==> config.mk <==
export PLATFORM = sky130hd
export DESIGN_NAME = obc_option_byte_config_decode
export DESIGN_NICKNAME = d
export VERILOG_FILES = /design/src/obc_pkg.sv /design/src/obc_option_byte_config_decode.sv
export SDC_FILE = /design/constraint.sdc
export NUM_CORES = 1
export LEC_CHECK = 0
export ABC_AREA = 1
export BUFFER_PORTS_ARGS = -buffer_cell sky130_fd_sc_hd__buf_2
export CAP_MARGIN = 20
export CORE_ASPECT_RATIO = 1.25
export CORE_MARGIN = 5
export CORE_UTILIZATION = 52
export CTS_CLUSTER_SIZE = 10
export DETAILED_ROUTE_END_ITERATION = 8
export PLACE_DENSITY = 0.84
export SLEW_MARGIN = 5
export SYNTH_ARGS = -nofsm -noshare
export SYNTH_HDL_FRONTEND = slang
export SYNTH_SLANG_ARGS = --single-unit
==> constraint.sdc <==
create_clock -name CLK_IN -period 1.9 [get_ports CLK_IN]
set_input_delay 0.095 -clock CLK_IN [delete_from_list [all_inputs] [get_ports CLK_IN]]
set_output_delay 0.095 -clock CLK_IN [all_outputs]
set_load 0.01 [all_outputs]
==> src/obc_pkg.sv <==
package obc_pkg;
  // ---------------------------------------------------------------
  // register map (word offsets as byte addresses)
  // ---------------------------------------------------------------
  localparam logic [3:0] OBC_ADR_CTRL = 4'h0;
  localparam logic [3:0] OBC_ADR_OPT0 = 4'h4;
  localparam logic [3:0] OBC_ADR_OPT1 = 4'h8;
  localparam logic [3:0] OBC_ADR_STAT = 4'hC;
  // ctrl bits
  localparam int OBC_CTL_PROG = 0;
  localparam int OBC_CTL_ERASE = 1;
  localparam int OBC_CTL_ROMV = 2;
  // status bits
  localparam int OBC_ST_PROG = 0;
  localparam int OBC_ST_MEMERASED = 1;
  localparam int OBC_ST_WPLOCK = 2;
  localparam int OBC_ST_REFUSED = 3;
  // ---------------------------------------------------------------
  // option byte fields and defaults
  // ---------------------------------------------------------------
  localparam int OBC_B0_CLK_HI = 5;
  localparam int OBC_B0_CLK_LO = 4;
  localparam int OBC_B0_SZ_HI = 3;
  localparam int OBC_B0_SZ_LO = 2;
  localparam int OBC_B0_RDP = 1;
  localparam int OBC_B0_WRP = 0;
  localparam int OBC_B0_AWU = 7;
  localparam int OBC_B0_OSR_HI = 6;
  localparam int OBC_B0_OSR_LO = 4;
  localparam int OBC_B0_ROMRDP = 1;
  localparam int OBC_B0_EERDP = 0;
  localparam int OBC_B1_PLLF = 7;
  localparam int OBC_B1_PLL_BYP = 6;
  localparam int OBC_B1_RC = 4;
  localparam int OBC_B1_LVD_HI = 3;
  localparam int OBC_B1_LVD_LO = 2;
  localparam int OBC_B1_WDSW = 1;
  localparam int OBC_B1_WDHALT = 0;
  localparam logic [7:0] OBC_FL_DEF0 = 8'h74;
  localparam logic [7:0] OBC_FL_DEF1 = 8'hEF;
  localparam logic [7:0] OBC_ROM_DEF0 = 8'hFC;
  localparam logic [7:0] OBC_ROM_DEF1 = 8'hCF;
  // ---------------------------------------------------------------
  // decoded values
  // ---------------------------------------------------------------
  localparam logic [1:0] OBC_CLK_RES = 2'h0;
  localparam logic [1:0] OBC_CLK_PB = 2'h1;
  localparam logic [1:0] OBC_CLK_RSV = 2'h2;
  localparam logic [1:0] OBC_CLK_PC = 2'h3;
  localparam logic [1:0] OBC_LVD_OFF = 2'h3;
  localparam logic [3:0] OBC_PLL_X4 = 4'h4;
  localparam logic [3:0] OBC_PLL_X8 = 4'h8;
  localparam logic [2:0] OBC_SZ_HALF = 3'h0;
  localparam logic [2:0] OBC_SZ_1K = 3'h1;
  localparam logic [2:0] OBC_SZ_2K = 3'h2;
  localparam logic [2:0] OBC_SZ_4K = 3'h4;
  localparam logic [31:0] OBC_ZERO32 = 32'h0000_0000;
endpackage

==> src/obc_option_byte_config_decode.sv <==
// The Wishbone interface to the registers and the address map are this design's own decisions.
`timescale 1ns/1ps
module obc_option_byte_config_decode
  import obc_pkg::*;
(
  input wire logic CLK_IN,
  input wire logic RST_N_IN,
  input wire logic [3:0] WB_ADR_IN,
  input wire logic [31:0] WB_DAT_IN,
  input wire logic [3:0] WB_SEL_IN,
  input wire logic WB_WE_IN,
  input wire logic WB_CYC_IN,
  input wire logic WB_STB_IN,
  output logic [31:0] WB_DAT_OUT,
  output logic WB_ACK_OUT,
  output logic WB_ERR_OUT,
  output logic [1:0] CLOCK_SOURCE_OUT,
  output logic INTERNAL_RC_ON_OUT,
  output logic [2:0] SECTOR_ZERO_KB2_OUT,
  output logic READOUT_PROTECT_OUT,
  output logic WRITE_PROTECT_OUT,
  output logic [3:0] PLL_FACTOR_OUT,
  output logic PLL_ENABLE_OUT,
  output logic LVD_ENABLE_OUT,
  output logic [1:0] LVD_LEVEL_OUT,
  output logic WATCHDOG_HW_ENABLE_OUT,
  output logic WATCHDOG_HALT_RESET_OUT,
  output logic WAKEUP_CLOCK_SELECT_OUT,
  output logic [2:0] OSCILLATOR_RANGE_OUT,
  output logic EEPROM_READOUT_PROTECT_OUT
);

  // ---------------------------------------------------------------
  // state
  // ---------------------------------------------------------------
  logic prog_q;
  logic rom_q;
  logic [7:0] opt0_q;
  logic [7:0] opt1_q;
  logic mem_erased_q;
  logic refused_q;
  logic ack_q;
  logic err_q;
  logic [31:0] rdat_q;
  logic req;
  logic hit_ctrl, hit_opt0, hit_opt1, hit_stat, hit_any;
  logic wr_opt, wr_ctrl, erase_req, wp_lock;

  assign req = WB_CYC_IN & WB_STB_IN & ~ack_q & ~err_q;
  assign hit_ctrl = WB_ADR_IN == OBC_ADR_CTRL;
  assign hit_opt0 = WB_ADR_IN == OBC_ADR_OPT0;
  assign hit_opt1 = WB_ADR_IN == OBC_ADR_OPT1;
  assign hit_stat = WB_ADR_IN == OBC_ADR_STAT;
  assign hit_any = hit_ctrl | hit_opt0 | hit_opt1 | hit_stat;
  assign wp_lock = ~rom_q & opt0_q[OBC_B0_WRP];
  assign wr_opt = req & WB_WE_IN & WB_SEL_IN[0] & prog_q & (hit_opt0 | hit_opt1) & ~wp_lock;
  assign wr_ctrl = req & WB_WE_IN & WB_SEL_IN[0] & hit_ctrl;
  assign erase_req = wr_ctrl & prog_q & WB_DAT_IN[OBC_CTL_ERASE] & ~wp_lock;

  // ---------------------------------------------------------------
  // bus answer: registered ack one cycle after the request, err on unmapped address
  // ---------------------------------------------------------------
  always_ff @(posedge CLK_IN or negedge RST_N_IN) begin
    if (!RST_N_IN) begin
      ack_q <= 1'b0;
      err_q <= 1'b0;
    end else begin
      ack_q <= req & hit_any;
      err_q <= req & ~hit_any;
    end
  end

  // ---------------------------------------------------------------
  // mode control
  // ---------------------------------------------------------------
  always_ff @(posedge CLK_IN or negedge RST_N_IN) begin
    if (!RST_N_IN) begin
      prog_q <= 1'b0;
      rom_q <= 1'b0;
    end else if (wr_ctrl) begin
      prog_q <= WB_DAT_IN[OBC_CTL_PROG];
      // variant may only change in programming mode, and never once locked:
      // switching to rom would otherwise drop the flash write lock
      if (prog_q && !wp_lock) begin
        rom_q <= WB_DAT_IN[OBC_CTL_ROMV];
      end
    end
  end

  // ---------------------------------------------------------------
  // option byte store
  // ---------------------------------------------------------------
  // kept in flops for this model; a real part would back it with nvm
  always_ff @(posedge CLK_IN or negedge RST_N_IN) begin
    if (!RST_N_IN) begin
      opt0_q <= OBC_FL_DEF0;
      opt1_q <= OBC_FL_DEF1;
    end else if (erase_req) begin
      opt0_q <= rom_q ? OBC_ROM_DEF0 : OBC_FL_DEF0;
      opt1_q <= rom_q ? OBC_ROM_DEF1 : OBC_FL_DEF1;
    end else if (wr_opt && hit_opt0) begin
      opt0_q <= WB_DAT_IN[7:0];
    end else if (wr_opt && hit_opt1) begin
      opt1_q <= WB_DAT_IN[7:0];
    end
  end

  always_ff @(posedge CLK_IN or negedge RST_N_IN) begin
    if (!RST_N_IN) begin
      mem_erased_q <= 1'b0;
    end else if (erase_req && opt0_q[OBC_B0_RDP]) begin
      mem_erased_q <= 1'b1;
    end else if (wr_ctrl && !WB_DAT_IN[OBC_CTL_PROG]) begin
      mem_erased_q <= 1'b0;
    end
  end

  // sticky: an option write refused by lock, mode or byte lane 0 not selected
  always_ff @(posedge CLK_IN or negedge RST_N_IN) begin
    if (!RST_N_IN) begin
      refused_q <= 1'b0;
    end else if (req && WB_WE_IN && (hit_opt0 || hit_opt1) && !wr_opt) begin
      refused_q <= 1'b1;
    end else if (wr_ctrl && prog_q && !WB_DAT_IN[OBC_CTL_PROG]) begin
      refused_q <= 1'b0;
    end
  end

  // ---------------------------------------------------------------
  // read data
  // ---------------------------------------------------------------
  always_ff @(posedge CLK_IN or negedge RST_N_IN) begin
    if (!RST_N_IN) begin
      rdat_q <= OBC_ZERO32;
    end else if (req && !WB_WE_IN) begin
      rdat_q <= OBC_ZERO32;
      if (hit_ctrl) begin
        rdat_q[OBC_CTL_PROG] <= prog_q;
        rdat_q[OBC_CTL_ROMV] <= rom_q;
      end
      if (hit_opt0 && prog_q) begin
        rdat_q[7:0] <= opt0_q;
      end
      if (hit_opt1 && prog_q) begin
        rdat_q[7:0] <= opt1_q;
      end
      if (hit_stat) begin
        rdat_q[OBC_ST_PROG] <= prog_q;
        rdat_q[OBC_ST_MEMERASED] <= mem_erased_q;
        rdat_q[OBC_ST_WPLOCK] <= wp_lock;
        rdat_q[OBC_ST_REFUSED] <= refused_q;
      end
    end
  end

  assign WB_ACK_OUT = ack_q;
  assign WB_ERR_OUT = err_q;
  assign WB_DAT_OUT = rdat_q;

  // ---------------------------------------------------------------
  // decoded configuration
  // ---------------------------------------------------------------
  logic [1:0] clk_d;
  logic [2:0] size_d;
  always_comb begin
    case (opt0_q[OBC_B0_CLK_HI:OBC_B0_CLK_LO])
      OBC_CLK_RES: clk_d = OBC_CLK_RES;
      OBC_CLK_PB: clk_d = OBC_CLK_PB;
      OBC_CLK_PC: clk_d = OBC_CLK_PC;
      default: clk_d = OBC_CLK_RSV;
    endcase
    case (opt0_q[OBC_B0_SZ_HI:OBC_B0_SZ_LO])
      2'h0: size_d = OBC_SZ_HALF;
      2'h1: size_d = OBC_SZ_1K;
      2'h2: size_d = OBC_SZ_2K;
      default: size_d = OBC_SZ_4K;
    endcase
  end

  always_ff @(posedge CLK_IN or negedge RST_N_IN) begin
    if (!RST_N_IN) begin
      CLOCK_SOURCE_OUT <= OBC_CLK_PC;
      INTERNAL_RC_ON_OUT <= 1'b1;
      SECTOR_ZERO_KB2_OUT <= OBC_SZ_1K;
      READOUT_PROTECT_OUT <= 1'b0;
      WRITE_PROTECT_OUT <= 1'b0;
      PLL_FACTOR_OUT <= OBC_PLL_X8;
      PLL_ENABLE_OUT <= 1'b0;
      LVD_ENABLE_OUT <= 1'b0;
      LVD_LEVEL_OUT <= OBC_LVD_OFF;
      WATCHDOG_HW_ENABLE_OUT <= 1'b0;
      WATCHDOG_HALT_RESET_OUT <= 1'b1;
      WAKEUP_CLOCK_SELECT_OUT <= 1'b0;
      OSCILLATOR_RANGE_OUT <= 3'h0;
      EEPROM_READOUT_PROTECT_OUT <= 1'b0;
    end else if (!prog_q) begin
      CLOCK_SOURCE_OUT <= (rom_q | ~opt1_q[OBC_B1_RC]) ? OBC_CLK_PC : clk_d;
      INTERNAL_RC_ON_OUT <= ~opt1_q[OBC_B1_RC];
      SECTOR_ZERO_KB2_OUT <= rom_q ? OBC_SZ_4K : size_d;
      READOUT_PROTECT_OUT <= opt0_q[OBC_B0_RDP];
      WRITE_PROTECT_OUT <= wp_lock;
      PLL_FACTOR_OUT <= (rom_q | opt1_q[OBC_B1_PLLF]) ? OBC_PLL_X8 : OBC_PLL_X4;
      PLL_ENABLE_OUT <= ~opt1_q[OBC_B1_PLL_BYP];
      LVD_ENABLE_OUT <= opt1_q[OBC_B1_LVD_HI:OBC_B1_LVD_LO] != OBC_LVD_OFF;
      LVD_LEVEL_OUT <= opt1_q[OBC_B1_LVD_HI:OBC_B1_LVD_LO];
      WATCHDOG_HW_ENABLE_OUT <= ~opt1_q[OBC_B1_WDSW];
      WATCHDOG_HALT_RESET_OUT <= opt1_q[OBC_B1_WDHALT];
      WAKEUP_CLOCK_SELECT_OUT <= rom_q & opt0_q[OBC_B0_AWU];
      OSCILLATOR_RANGE_OUT <= rom_q ? opt0_q[OBC_B0_OSR_HI:OBC_B0_OSR_LO] : 3'h0;
      EEPROM_READOUT_PROTECT_OUT <= rom_q & opt0_q[OBC_B0_EERDP];
    end
  end
endmodule // obc_option_byte_config_decode

==> reports/qor.txt <==
Starting density of the core - 54.5%
CP Capture Type - flop
Max frequency - 636 MHz
Ant. Diodes - 0
DR vias - 2107
Final Hold Viols - 0
Hold Path Cell Cnt - 3
Yosys top cell area share - 30.6%
Largest cells by area after synthesis - dfrtp_1 31%, dfstp_2 19%, nand2_1 11%
Post-synth top area cell - dfrtp_1
Tmin final - 1.57 ns
Final ANT Viol Nets - 0
IO Pins - 102
Largest net degree at the start of global routing - 52
Slew HR - 59.1%
Die width - 73.4 um
# DRC - 0
Post-CTS setup buffer count - 0
Critical path launch point type - flop
Port Buffers - 48
PwrDens - 788 mW/mm^2
GRT Overall Usage - 18.6%
Max cap viols - 0
Die height - 89.3 um
DR WL/cell - 13.6 um
Drt pass-1 iters - 4
Finish-stage setup viols - 0
Gr ovfl total - 0
Later-pin clock latency in the skew report - 0.31 ns
Post-CTS sizing - 0
Clock Path Buffers - 2
CTS sink count - 51
FF-to-FF End - opt0_q[7]$_DFFE_PN0P_
YS warnings - 0
Leakage - 0.00162 uW
CTS buffer count - 5
Placed insts - 414
Combinational share of power - 11.8%
M3 GR Usage - 3.15%
Critical path fanouts, max - 21
GR met1 Demand/Resource - 22.8%
Worst IR Drop VDD - 0.410 mV
FILL cells - 422
Netlist cell types - 30
Worst-Margin Slew - 0.613 ns
H-tree levels - 2
Outcome - complete, no violations
Clock Skews - 0.0125 ns
Die ar. - 0.00656 mm^2
Clock slew at reported path FFs - 0.10 ns
Row cnt - 28
Synth Instances - 309
Flop pwr share - 50.3%
Non-Filler Instances - 423
Post-DP Area - 0.00283 mm^2
Final instance area - 0.00297 mm^2
Top Usage Layer GRT - met2
R2r worst-path depth - 9
P_sw - 579 uW
Syn_area_per_cell - 8.47 um^2
Initial antenna violation count - 0
Number of global-route vias before repair - 2114
First-pass GRT wire length - 9500 um
Worst Hold Path EP - opt0_q[4]$_DFFE_PN1P_
Routing usage on met2 - 32.4%
Core area - 0.00480 mm^2
Worst r2r src - rom_q$_DFFE_PN0P_
Top_reg_cell synth - dfrtp_1
Final Slew Violations - 0
Post-synth EDFFs - 0
Clock share of power - 37.8%
Yosys reg bits - 51
Worst endpoint required time - 2.10 ns
Setup TNS - 0 ns
Pint - 1760 uW
Post-detail-place hpwl - 4200 um
Final Wtd Congestion - 0.889
Clk root buf - clkbuf_8
CP arrival - 1.77 ns
RSZ-0062 raised after global routing - false
Vias/cell - 4.98
Final WL - 5770 um
Setup CP Type - reg -> reg
Post-Synthesis Cell Area - 0.00262 mm^2
Area Overhead vs Synth - 13.6%
Sw Share - 24.7%
Total power - 2340 uW
Nets - 407
Reg-to-reg slack, setup - 0.33 ns
Min-Delay Path Class - in -> reg
Share of layout cells above drive strength 1 - 27.5%
DR iter-0 viols - 143
Period utilization - 82.8%
Sequential share of the synthesized area - 49.7%
CTS tree - yes
Async S/R FF share, synth - 100%
Worst hold start - WB_DAT_IN[4]
## kinds of logic (layout without fill, tap and decap cells)
| logic type | after synthesis | in the layout | share of synthesized area [%] |
|---|---|---|---|
| flops | 51 | 51 | 49.7 |
| other cells | 1 | 26 | 0.143 |
| simple gates | 135 | 135 | 25.3 |
| buf+inv | 79 | 108 | 15.8 |
| compound gates | 43 | 43 | 9.04 |
## registers in the layout, summed over array words and instances, names as in the netlist, 2 cells and up
register              flops
LVD_LEVEL_OUT             2
OSCILLATOR_RANGE_OUT      3
CLOCK_SOURCE_OUT          2
opt1_q                    8
opt0_q                    8
PLL_FACTOR_OUT            2
SECTOR_ZERO_KB2_OUT       3
WB_DAT_OUT                8
## synthesized netlist by cell type, drive strengths merged, types with 2 or more instances
library cell	number
o21ai	26
nand4	4
inv	46
nand3	31
a21oi	6
dfrtp	32
nand2	77
o22ai	3
nor2	20
buf	28
clkbuf	5
dfstp	19
o21a	2
a31oi	3
## metrics by stage
stage / hold slack, ns / utilization (%) / setup WS (ns)
after global placement: 0.232 / 58.9 / 0.418
after detailed placement: 0.240 / 58.9 / 0.392
after global routing: 0.0370 / 61.9 / 0.227
final: 0.0250 / 61.9 / 0.327
after CTS: 0.0235 / 61.9 / 0.355
after floorplan: -0.201 / - / 0.520
## cell usage in the layout, fill, tap and decap left out, drive strengths merged, types with 4 or more instances in the layout
cell	n
a21oi	6
buf	53
clkbuf	5
conb	26
dfrtp	32
dfstp	19
inv	46
nand2	77
nand3	31
nand4	4
nor2	20
o21ai	26
## worst max path at each step
stage	from	endpoint	cells after the start
detailed placement	rom_q$_DFFE_PN0P_	opt0_q[7]$_DFFE_PN0P_	9
finish	rom_q$_DFFE_PN0P_	opt0_q[7]$_DFFE_PN0P_	9
global placement	rom_q$_DFFE_PN0P_	opt0_q[3]$_DFFE_PN0P_	9
global route	rom_q$_DFFE_PN0P_	opt0_q[3]$_DFFE_PN0P_	9
floorplan	WB_ACK_OUT$_DFF_PN0_	opt0_q[0]$_DFFE_PN0P_	7
CTS	rom_q$_DFFE_PN0P_	opt0_q[7]$_DFFE_PN0P_	9
## worst max-delay path, cell delays in order (launching register included)
cell     delay (ns)
dfrtp_1        0.47
inv_2          0.18
nand2_4        0.08
nand2_4        0.10
inv_6          0.06
nand4_4        0.11
buf_4          0.25
nand2_1        0.08
nand3_1        0.10
nand2_1        0.05
## cell type report
cell class / instances / area (um^2) / share of cell area [%]
inverters: 46 / 178 / 5.98
well taps: 60 / 75.1 / 2.53
repair buffers: 54 / 288 / 9.68
flip-flops and latches: 51 / 1300 / 43.7
clock buffers: 5 / 68.8 / 2.31
multi-input cells: 204 / 996 / 33.5
clock inverters: 3 / 67.6 / 2.27
## per-layer routing
metal	wire length, um	vias up	share of wire (%)
met1	2180	977	38
met3	464	10	8.0
met5	0	-	0
li1	-	1025	-
met2	3000	95	52
met4	123	0	2.1
## repair_timing
item | in CTS | in global routing
setup endpoints to repair | 0 | 0
hold buffers | 1 | 0
hold endpoints to repair | 32 | 0
## power by group through the flow
stage	sequential (uW)	clock [uW]	combinational [uW]
final	1180	886	277
after global routing	1190	943	311
after CTS	1180	894	280
after detailed placement	1200	0	277
after global placement	1200	0	270
after floorplan	1210	0	184
Power figures use the tool's default switching activity.
